===== src/hw/egdm_map.svh =====
`ifndef EGDM_MAP_SVH
`define EGDM_MAP_SVH

// Register byte offsets on the plain register port.
`define EGDM_OFS_GEAR_NUM   8'h00
`define EGDM_OFS_GEAR_DEN   8'h04
`define EGDM_OFS_LOOP_GAIN  8'h08
`define EGDM_OFS_FF_GAIN    8'h0c
`define EGDM_OFS_SMOOTH     8'h10
`define EGDM_OFS_FF_FILT    8'h14
`define EGDM_OFS_INPOS_W    8'h18
`define EGDM_OFS_OVR_THR    8'h1c
`define EGDM_OFS_CLR_MODE   8'h20
`define EGDM_OFS_OUT_CODE   8'h24
`define EGDM_OFS_CONTROL    8'h28
`define EGDM_OFS_STATUS     8'h2c
`define EGDM_OFS_DROOP      8'h30

// Reset values of the settings.
`define EGDM_RST_GEAR       15'h0001
`define EGDM_RST_LOOP_GAIN  8'h19
`define EGDM_RST_INPOS_W    15'h0064
`define EGDM_RST_OVR_THR    19'h09c40
`define EGDM_RST_OUT_CODE   8'h24

// Setting limits; gain per second, percent, milliseconds, pulses.
`define EGDM_MAX_LOOP_GAIN  32'd150
`define EGDM_MAX_FF_GAIN    32'd100
`define EGDM_MAX_SMOOTH_MS  32'd50000
`define EGDM_MAX_FILT_MS    32'd5000
`define EGDM_MAX_OVR_THR    32'd400000

// Special codes.
`define EGDM_OVR_OFF        19'h0270f
`define EGDM_CODE_POS       8'h24
`define EGDM_CODE_NEG       8'h88
`define EGDM_FILT_SHIFT     4

// Timing: clock period and the one millisecond sample tick.
`define EGDM_CLK_NS         50
`define EGDM_TICK_NS        1000000
`define EGDM_TICK_CYC       (`EGDM_TICK_NS / `EGDM_CLK_NS)

`endif


===== src/hw/egdm_pkg.sv =====
package egdm_pkg;

  // Signed deviation count.
  typedef logic signed [23:0] egdm_cnt_t;

  // Speed command word.
  typedef logic signed [31:0] egdm_spd_t;

  // Settings written by software.
  typedef struct packed {
    logic [14:0] gear_num;
    logic [14:0] gear_den;
    logic [7:0]  kp;
    logic [6:0]  ffg;
    logic [15:0] smooth;
    logic [12:0] tau;
    logic [14:0] width;
    logic [18:0] thr;
    logic        clr_mode;
    logic [7:0]  ocode;
  } egdm_cfg_t;

endpackage


===== src/hw/egdm_core.sv =====
// The address map and the address-and-strobe port are this design's own decisions.
`timescale 1ns/1ps
`include "egdm_map.svh"
// Notes on behaviour
// Encoder edges counted four per line.
// Command pulses scaled by numerator over denominator.
// Keep gear ratio between 1/50 and 20; the code does not check the ratio of the written gear values.
// Droop accumulates scaled command minus feedback.
// Allow three over loop gain settling.
// In-position when droop below width, default 100.
// Code 36 active high, 136 active low.
// Droop above threshold trips fault, cuts drive.
// Threshold 9999 disables the overrun fault.
// Loop gain default 25, range 0-150.
// Feed-forward gain 0-100 percent, default 0.
// Feed-forward passes lag filter, 0-5 s.
// Optional smoothing spaces out scaled pulses.
// Gear values 0-32767, both default one.
// Smoothing time 0-50 s, default zero; the code counts the setting, up to 50000, in sys_clk cycles, not milliseconds.
// Clear mode 0 zeroes counter on rise.
// Signed counter; compares use its magnitude.
module egdm_core #(
  parameter int unsigned TICK_CYC = `EGDM_TICK_CYC
) (
  // Clock, reset and clock enable.
  input  wire logic              sys_clk,
  input  wire logic              rst,
  input  wire logic              ce,
  // Register port.
  input  wire logic [7:0]        reg_addr,
  input  wire logic [31:0]       reg_wdata,
  input  wire logic              reg_wr,
  input  wire logic              reg_rd,
  output logic [31:0]            reg_rdata,
  // Command and encoder pins.
  input  wire logic              cmd_pulse_in,
  input  wire logic              cmd_dir_in,
  input  wire logic              enc_a_in,
  input  wire logic              enc_b_in,
  input  wire logic              counter_clear_input,
  // Status and drive outputs.
  output logic                   in_position_output,
  output logic                   position_overrun_fault,
  output logic                   drive_enable,
  output egdm_pkg::egdm_spd_t    speed_cmd
);
  import egdm_pkg::*;

  // Limits a written value to its range.
  function automatic logic [31:0] lim(input logic [31:0] v, input logic [31:0] m);
    lim = (v > m) ? m : v;
  endfunction

  // Pin order: {clear, dir, pulse, b, a}.
  logic [4:0]        s0_r;
  logic [4:0]        s1_r;
  logic [4:0]        s2_r;
  logic [4:0]        s0_nxt;
  logic [4:0]        s1_nxt;
  logic [4:0]        s2_nxt;
  egdm_cfg_t         cfg_r;
  egdm_cfg_t         cfg_nxt;
  logic              fclr;
  logic [31:0]       rdata_nxt;
  logic signed [31:0] acc_r;
  logic signed [31:0] acc_nxt;
  logic signed [31:0] gden;
  logic signed [31:0] gadd;
  logic [15:0]       sp_r;
  logic [15:0]       sp_nxt;
  egdm_cnt_t         droop_r;
  egdm_cnt_t         droop_nxt;
  egdm_cnt_t         mag;
  logic              in_pos_r;
  logic              in_pos_nxt;
  logic              fault_nxt;
  logic              ipo_nxt;
  egdm_spd_t         spd_nxt;
  logic [14:0]       tick_r;
  logic [14:0]       tick_nxt;
  logic signed [15:0] rate_r;
  logic signed [15:0] rate_nxt;
  logic [8:0]        fcnt_r;
  logic [8:0]        fcnt_nxt;
  egdm_spd_t         ffy_r;
  egdm_spd_t         ffy_nxt;
  egdm_spd_t         ffx;
  logic [8:0]        per;
  logic              tick;
  logic              cmd_hit;
  logic              clr_rise;
  logic              clr_now;
  logic              fb_fwd;
  logic              fb_rev;
  logic              gate;
  logic              cmd_up;
  logic              cmd_dn;

  // Every pin passes two flops; the third stage only feeds edge detection.
  always_comb begin
    s0_nxt = {counter_clear_input, cmd_dir_in, cmd_pulse_in, enc_b_in, enc_a_in};
    s1_nxt = s0_r;
    s2_nxt = s1_r;
  end

  always_ff @(posedge sys_clk or posedge rst) begin
    if (rst) begin
      s0_r <= 5'h00;
      s1_r <= 5'h00;
      s2_r <= 5'h00;
    end else if (ce) begin
      s0_r <= s0_nxt;
      s1_r <= s1_nxt;
      s2_r <= s2_nxt;
    end
  end

  // Edge decode. A move where both channels flip at once is dropped,
  // because its direction cannot be known.
  always_comb begin
    cmd_hit  = s1_r[2] & ~s2_r[2];
    clr_rise = s1_r[4] & ~s2_r[4];
    clr_now  = cfg_r.clr_mode ? s1_r[4] : clr_rise;
    fb_fwd   = ((s1_r[0] ^ s2_r[0]) ^ (s1_r[1] ^ s2_r[1])) & (s1_r[0] ^ s2_r[1]);
    fb_rev   = ((s1_r[0] ^ s2_r[0]) ^ (s1_r[1] ^ s2_r[1])) & ~(s1_r[0] ^ s2_r[1]);
  end

  // Settings, control and read-back. Writes above a range are clamped, except gear and width, which keep their low 15 bits.
  always_comb begin
    cfg_nxt   = cfg_r;
    fclr      = 1'b0;
    rdata_nxt = 32'h0000_0000;
    if (reg_wr) begin
      case (reg_addr)
        `EGDM_OFS_GEAR_NUM:  cfg_nxt.gear_num = reg_wdata[14:0];
        `EGDM_OFS_GEAR_DEN:  cfg_nxt.gear_den = reg_wdata[14:0];
        `EGDM_OFS_LOOP_GAIN: cfg_nxt.kp = 8'(lim(reg_wdata, `EGDM_MAX_LOOP_GAIN));
        `EGDM_OFS_FF_GAIN:   cfg_nxt.ffg = 7'(lim(reg_wdata, `EGDM_MAX_FF_GAIN));
        `EGDM_OFS_SMOOTH:    cfg_nxt.smooth = 16'(lim(reg_wdata, `EGDM_MAX_SMOOTH_MS));
        `EGDM_OFS_FF_FILT:   cfg_nxt.tau = 13'(lim(reg_wdata, `EGDM_MAX_FILT_MS));
        `EGDM_OFS_INPOS_W:   cfg_nxt.width = reg_wdata[14:0];
        `EGDM_OFS_OVR_THR:   cfg_nxt.thr = 19'(lim(reg_wdata, `EGDM_MAX_OVR_THR));
        `EGDM_OFS_CLR_MODE:  cfg_nxt.clr_mode = reg_wdata[0];
        `EGDM_OFS_OUT_CODE:  cfg_nxt.ocode = reg_wdata[7:0];
        `EGDM_OFS_CONTROL:   fclr = reg_wdata[0];
        default: ;
      endcase
    end
    if (reg_rd) begin
      case (reg_addr)
        `EGDM_OFS_GEAR_NUM:  rdata_nxt = {17'h0, cfg_r.gear_num};
        `EGDM_OFS_GEAR_DEN:  rdata_nxt = {17'h0, cfg_r.gear_den};
        `EGDM_OFS_LOOP_GAIN: rdata_nxt = {24'h0, cfg_r.kp};
        `EGDM_OFS_FF_GAIN:   rdata_nxt = {25'h0, cfg_r.ffg};
        `EGDM_OFS_SMOOTH:    rdata_nxt = {16'h0, cfg_r.smooth};
        `EGDM_OFS_FF_FILT:   rdata_nxt = {19'h0, cfg_r.tau};
        `EGDM_OFS_INPOS_W:   rdata_nxt = {17'h0, cfg_r.width};
        `EGDM_OFS_OVR_THR:   rdata_nxt = {13'h0, cfg_r.thr};
        `EGDM_OFS_CLR_MODE:  rdata_nxt = {31'h0, cfg_r.clr_mode};
        `EGDM_OFS_OUT_CODE:  rdata_nxt = {24'h0, cfg_r.ocode};
        `EGDM_OFS_STATUS:    rdata_nxt = {30'h0, position_overrun_fault, in_pos_r};
        `EGDM_OFS_DROOP:     rdata_nxt = 32'(droop_r);
        default:             rdata_nxt = 32'h0000_0000;
      endcase
    end
  end

  always_ff @(posedge sys_clk or posedge rst) begin
    if (rst) begin
      cfg_r          <= '0;
      cfg_r.gear_num <= `EGDM_RST_GEAR;
      cfg_r.gear_den <= `EGDM_RST_GEAR;
      cfg_r.kp       <= `EGDM_RST_LOOP_GAIN;
      cfg_r.width    <= `EGDM_RST_INPOS_W;
      cfg_r.thr      <= `EGDM_RST_OVR_THR;
      cfg_r.ocode    <= `EGDM_RST_OUT_CODE;
      reg_rdata      <= 32'h0000_0000;
    end else if (ce) begin
      cfg_r     <= cfg_nxt;
      reg_rdata <= rdata_nxt;
    end
  end

  // Electronic gear: each command pulse adds the numerator, signed by direction, to a residue,
  // and one scaled pulse leaves per denominator. With smoothing on, the
  // pulses are spread out, so a large ratio drains as a ramp, not a burst.
  always_comb begin
    gden   = {17'h0, cfg_r.gear_den};
    gadd   = cmd_hit ? (s1_r[3] ? {17'h0, cfg_r.gear_num} : -{17'h0, cfg_r.gear_num}) : 32'h0;
    gate   = (cfg_r.smooth == 16'h0) || (sp_r == 16'h0);
    cmd_up = (gden != 32'h0) && gate && (acc_r >= gden);
    cmd_dn = (gden != 32'h0) && gate && (acc_r <= -gden);
    acc_nxt = acc_r + gadd - (cmd_up ? gden : 32'h0) + (cmd_dn ? gden : 32'h0);
    sp_nxt = (cmd_up || cmd_dn) ? cfg_r.smooth : ((sp_r != 16'h0) ? sp_r - 16'h1 : 16'h0);
  end

  // Deviation counter and its comparisons. Set of the fault wins over clear.
  always_comb begin
    droop_nxt = droop_r + 24'(cmd_up) - 24'(cmd_dn) - 24'(fb_fwd) + 24'(fb_rev);
    if (clr_now) begin
      droop_nxt = 24'h00_0000;
    end
    mag        = droop_r[23] ? -droop_r : droop_r;
    in_pos_nxt = mag < {9'h0, cfg_r.width};
    fault_nxt  = ((cfg_r.thr != `EGDM_OVR_OFF) && (mag > {5'h0, cfg_r.thr}))
                 || (position_overrun_fault && !fclr);
    case (cfg_r.ocode)
      `EGDM_CODE_POS: ipo_nxt = in_pos_nxt;
      `EGDM_CODE_NEG: ipo_nxt = ~in_pos_nxt;
      default:        ipo_nxt = 1'b0;
    endcase
    spd_nxt = 32'(droop_r * $signed({1'b0, cfg_r.kp})) + ffy_r;
  end

  always_ff @(posedge sys_clk or posedge rst) begin
    if (rst) begin
      acc_r                  <= 32'h0000_0000;
      sp_r                   <= 16'h0000;
      droop_r                <= 24'h00_0000;
      in_pos_r               <= 1'b0;
      in_position_output     <= 1'b0;
      position_overrun_fault <= 1'b0;
      drive_enable           <= 1'b0;
      speed_cmd              <= 32'h0000_0000;
    end else if (ce) begin
      acc_r                  <= acc_nxt;
      sp_r                   <= sp_nxt;
      droop_r                <= droop_nxt;
      in_pos_r               <= in_pos_nxt;
      in_position_output     <= ipo_nxt;
      position_overrun_fault <= fault_nxt;
      drive_enable           <= ~fault_nxt;
      speed_cmd              <= spd_nxt;
    end
  end

  // Feed-forward: scaled pulses per millisecond times the gain, then a
  // first-order lag stepping one sixteenth of the gap every tau/16 ms.
  // The coarse step keeps the filter free of a divider.
  always_comb begin
    tick     = tick_r == 15'(TICK_CYC - 1);
    tick_nxt = tick ? 15'h0000 : tick_r + 15'h0001;
    rate_nxt = rate_r + 16'(cmd_up) - 16'(cmd_dn);
    ffx      = 32'(rate_r * $signed({1'b0, cfg_r.ffg}));
    per      = 9'(cfg_r.tau >> `EGDM_FILT_SHIFT);
    fcnt_nxt = fcnt_r;
    ffy_nxt  = ffy_r;
    if (tick) begin
      // The pulse of the tick cycle opens the next window, so none is lost.
      rate_nxt = 16'(cmd_up) - 16'(cmd_dn);
      if (per == 9'h000) begin
        ffy_nxt = ffx;
      end else if (fcnt_r + 9'h001 >= per) begin
        fcnt_nxt = 9'h000;
        ffy_nxt  = ffy_r + ((ffx - ffy_r) >>> `EGDM_FILT_SHIFT);
      end else begin
        fcnt_nxt = fcnt_r + 9'h001;
      end
    end
  end

  always_ff @(posedge sys_clk or posedge rst) begin
    if (rst) begin
      tick_r <= 15'h0000;
      rate_r <= 16'h0000;
      fcnt_r <= 9'h000;
      ffy_r  <= 32'h0000_0000;
    end else if (ce) begin
      tick_r <= tick_nxt;
      rate_r <= rate_nxt;
      fcnt_r <= fcnt_nxt;
      ffy_r  <= ffy_nxt;
    end
  end
endmodule


===== config.mk =====
export PLATFORM = sky130hd
export DESIGN_NAME = egdm_core
export DESIGN_NICKNAME = d
export VERILOG_FILES = /design/src/hw/egdm_pkg.sv /design/src/hw/egdm_core.sv
export VERILOG_INCLUDE_DIRS = /design/src /design/src/hw
export SDC_FILE = /design/constraint.sdc
export NUM_CORES = 2
export LEC_CHECK = 0
export BUFFER_PORTS_ARGS = -buffer_cell sky130_fd_sc_hd__buf_2
export CAP_MARGIN = 10
export CORE_ASPECT_RATIO = 1.1
export CORE_MARGIN = 5
export CORE_UTILIZATION = 30
export CTS_BUF_LIST = sky130_fd_sc_hd__clkbuf_8
export CTS_CLUSTER_DIAMETER = 50
export DETAILED_ROUTE_END_ITERATION = 10
export PLACE_DENSITY_LB_ADDON = 0.1
export SYNTH_ARGS = -nofsm -noshare
export SYNTH_HDL_FRONTEND = slang
export SYNTH_SLANG_ARGS = --single-unit

===== constraint.sdc =====
create_clock -name sys_clk -period 12.15 [get_ports sys_clk]
set_clock_uncertainty 0.15 [all_clocks]
set_input_delay 2.43 -clock sys_clk [delete_from_list [all_inputs] [get_ports sys_clk]]
set_output_delay 2.43 -clock sys_clk [all_outputs]
set_load 0.05 [all_outputs]

==> results.py <==
metrics = {
    "status": {
        "status": "finished clean",
    },
    "critical_path": {
        "slowest_stage": "dfrtp_1",
        "path_max_fanout": 18,
        "critPathMaxStageDelay_ps": 730,
        "crit_path_end_kind": "flip-flop",
        "critical_path_arrival_ps": 10440,
        "crit_path_start_kind": "flip-flop",
        "worstPathRequired_ps": 12630,
        "path_class": "flip-flop to flip-flop",
    },
    "pwr": {
        "p_int_w": 0.00389,
        "p_switching_w": 0.00338,
        "pwr-share-comb": 0.553,
        "swShare": 0.465,
        "leakage_nw": 20.2,
        "seqPwrFrac": 0.234,
        "ir_worst_vdd_mv": 0.0926,
        "clkPwrFrac": 0.212,
        "power_density_nw_per_um2": 177,
        "p_total_w": 0.00727,
    },
    "grt": {
        "track_usage": 0.190,
        "grt_antenna_before_repair": 5,
        "grt_start_max_net_pins": 141,
        "gr-total-overflow": 0,
        "grt_pass1_wl_um": 192000,
        "grt_pass1_vias": 31100,
    },
    "cts": {
        "cts_buffers": 82,
        "postCtsHoldBufs": 0,
        "h-tree-depth": 3,
        "postCtsSetupBuffers": 0,
        "cts-root-buf": "clkbuf_8",
        "tritoncts": "built",
        "cts_resized": 0,
        "clkSlewWorstSetupHoldPaths_ps": 50,
        "clockBufferDepth": 3,
        "cts.sinks": 335,
        "clock_latency_ps": 770,
    },
    "route": {
        "wire_per_inst_um": 20.6,
        "vias": 29900,
        "drtPass1Iterations": 5,
        "avgViaCountPerCell": 4.98,
        "wirelength_met1_um": 58600,
        "drt-initial-drc-count": 1661,
        "route.met3.wl_um": 5000,
        "postRouteAntennaNets": 0,
        "top_layer": "met5",
        "wl_met2_um": 57700,
        "routed_wl_um": 124000,
        "drc": 0,
    },
    "sta": {
        "tns_ps": 0,
        "setup_violations": 0,
        "worst_pin_slew_ps": 988,
        "drv_slew": 0,
        "min_period_ps": 9960,
        "final-hold-violation-count": 0,
        "grt_setup_unrepaired": "no",
        "relSlewSlack": 0.339,
        "fmax_mhz": 100,
        "post-route-period-util": 0.819,
    },
    "place": {
        "place_congestion": 0.825,
        "dpl.hpwl_um": 94800,
        "numPortBuffers": 116,
        "dpl_cell_area_um2": 39300,
    },
    "synthesis": {
        "syn_area_um2": 37000,
        "synth-edff-count": 0,
        "seq_area_frac_synth": 0.227,
        "syn_inst": 4204,
        "yosys_register_bits": 335,
        "syn_area_per_cell_um2": 8.80,
        "syn_nets": 4952,
        "synth_top_area_share": 0.216,
        "yosysMostFrequentCell": "inv_1",
        "synth_area_leaders": "dfrtp_1 22%, fa_1 16%, ha_1 14%",
        "synthFlopType": "dfrtp_1",
        "yosysWarnings": 0,
        "synth_area_leader_cell": "dfrtp_1",
        "ys_types": 78,
        "synth_common_cells": "610 x inv_1, 403 x ha_1, 341 x nand2_1, 320 x dfrtp_1, 295 x fa_1",
        "synth-async-reset-ratio": 1.00,
    },
    "floorplan": {
        "dieWidth_um": 345,
        "io_pins": 117,
        "chipHeight_um": 378,
        "core-area_um2": 123000,
        "start_util": 0.301,
        "die_area_um2": 130000,
        "rows": 135,
    },
    "layout": {
        "design_area_um2": 41200,
        "syn_to_final_growth_pct": 11.3,
        "final_nets": 5030,
        "multi_input_area_um2": 25600,
        "final_util": 0.335,
        "register_area_um2": 8400,
        "drive_above_1_share": 0.0951,
        "fillers": 13000,
    },
    "job": {
        "maxCapViolCount": 0,
    },
    "hold_path": {
        "min_path_type": "flip-flop to flip-flop",
    },
}
==> final timing paths <==
path                            slack [ps]  depth (start not counted)          from           end
worst max register to register        2190                         39     cfg_r[76]     ffy_r[31]
max in group asynchronous             8820                          3           rst       s0_r[1]
worst max-delay path                  2190                         39     cfg_r[76]     ffy_r[31]
min in group asynchronous             1620                          2           rst       sp_r[7]
worst min-delay path                   320                          1  reg_rdata[8]  reg_rdata[8]
worst min register to register         320                          1  reg_rdata[8]  reg_rdata[8]
==> per-stage QoR <==
stage | hold WS, ps | std cells | worst slack [ps]
4_1_cts | 327 | 5996 | 2120
3_5_place_dp | 314 | 5842 | 2160
6_report | 319 | 5999 | 2190
2_1_floorplan | 296 | 4204 | 313
3_3_place_gp | 310 | 5842 | 2210
5_1_grt | 337 | 5997 | 1130
==> per-layer routing <==
| layer | GRT usage | vias to the layer above |
|---|---|---|
| met5 | 0 | - |
| met1 | 0.264 | 14800 |
| li1 | - | 14400 |
| met2 | 0.318 | 516 |
| met4 | 0.0432 | 2 |
| met3 | 0.0228 | 125 |
==> layout by cell type (no fill, tap or decap), types with 45 or more instances in the layout <==
| cell | n |
|---|---|
| a211oi_1 | 45 |
| a21o_1 | 87 |
| a21oi_1 | 193 |
| a22o_1 | 45 |
| a22oi_1 | 56 |
| and2_1 | 216 |
| buf_2 | 115 |
| clkbuf_8 | 95 |
| dfrtp_1 | 320 |
| fa_1 | 295 |
| ha_1 | 403 |
| inv_1 | 634 |
| mux2_2 | 75 |
| nand2_1 | 341 |
| nand3_1 | 64 |
| nor2_1 | 237 |
| nor3_1 | 100 |
| o21ai_0 | 192 |
| xnor2_1 | 155 |
| xor2_1 | 65 |
==> kinds of logic after synthesis <==
logic type | synth area share
AND/OR/NAND/NOR | 0.158
AO/OA/AOI/OAI | 0.161
buffers and inverters | 0.0801
adder cells (fa/ha/maj) | 0.296
flip-flops | 0.227
XOR/XNOR | 0.0521
multiplexers | 0.0250
==> critical path: cells and delay by family (launching register included) <==
| family | cells | cell delay [ps] |
|---|---|---|
| compound gates | 15 | 3190 |
| xor+xnor | 2 | 460 |
| fa+ha+maj | 7 | 3080 |
| buf+inv | 3 | 170 |
| flops | 1 | 730 |
| mux | 1 | 220 |
| simple gates | 11 | 1820 |
==> state kept, by name, summed over array words and instances (netlist names), 5 cells and up <==
signal,cells
cfg_r,117
acc_r,32
ffy_r,32
speed_cmd,32
droop_r,24
reg_rdata,24
rate_r,16
sp_r,16
tick_r,15
fcnt_r,9
s0_r,5
s1_r,5
==> power by group through the flow <==
| stage | registers [W] | clock network, W | logic (W) |
|---|---|---|---|
| after detailed placement | 0.00173 | 0 | 0.00402 |
| final | 0.00170 | 0.00154 | 0.00402 |
| after global placement | 0.00173 | 0 | 0.00405 |
| after CTS | 0.00171 | 0.00160 | 0.00406 |
| after floorplan | 0.00158 | 0 | 0.00307 |
| after global routing | 0.00174 | 0.00165 | 0.00457 |
==> layout make-up <==
| type | instances | area share |
|---|---|---|
| clock inverter | 59 | 0.0123 |
| inverter | 612 | 0.0560 |
| tap | 1644 | 0.0500 |
| multi-input combinational | 3090 | 0.623 |
| sequential | 335 | 0.204 |
| timing repair buffer | 161 | 0.0228 |
| clock buffer | 95 | 0.0318 |
| antenna | 3 | 0.000182 |
(Power assumes the default switching activity.)
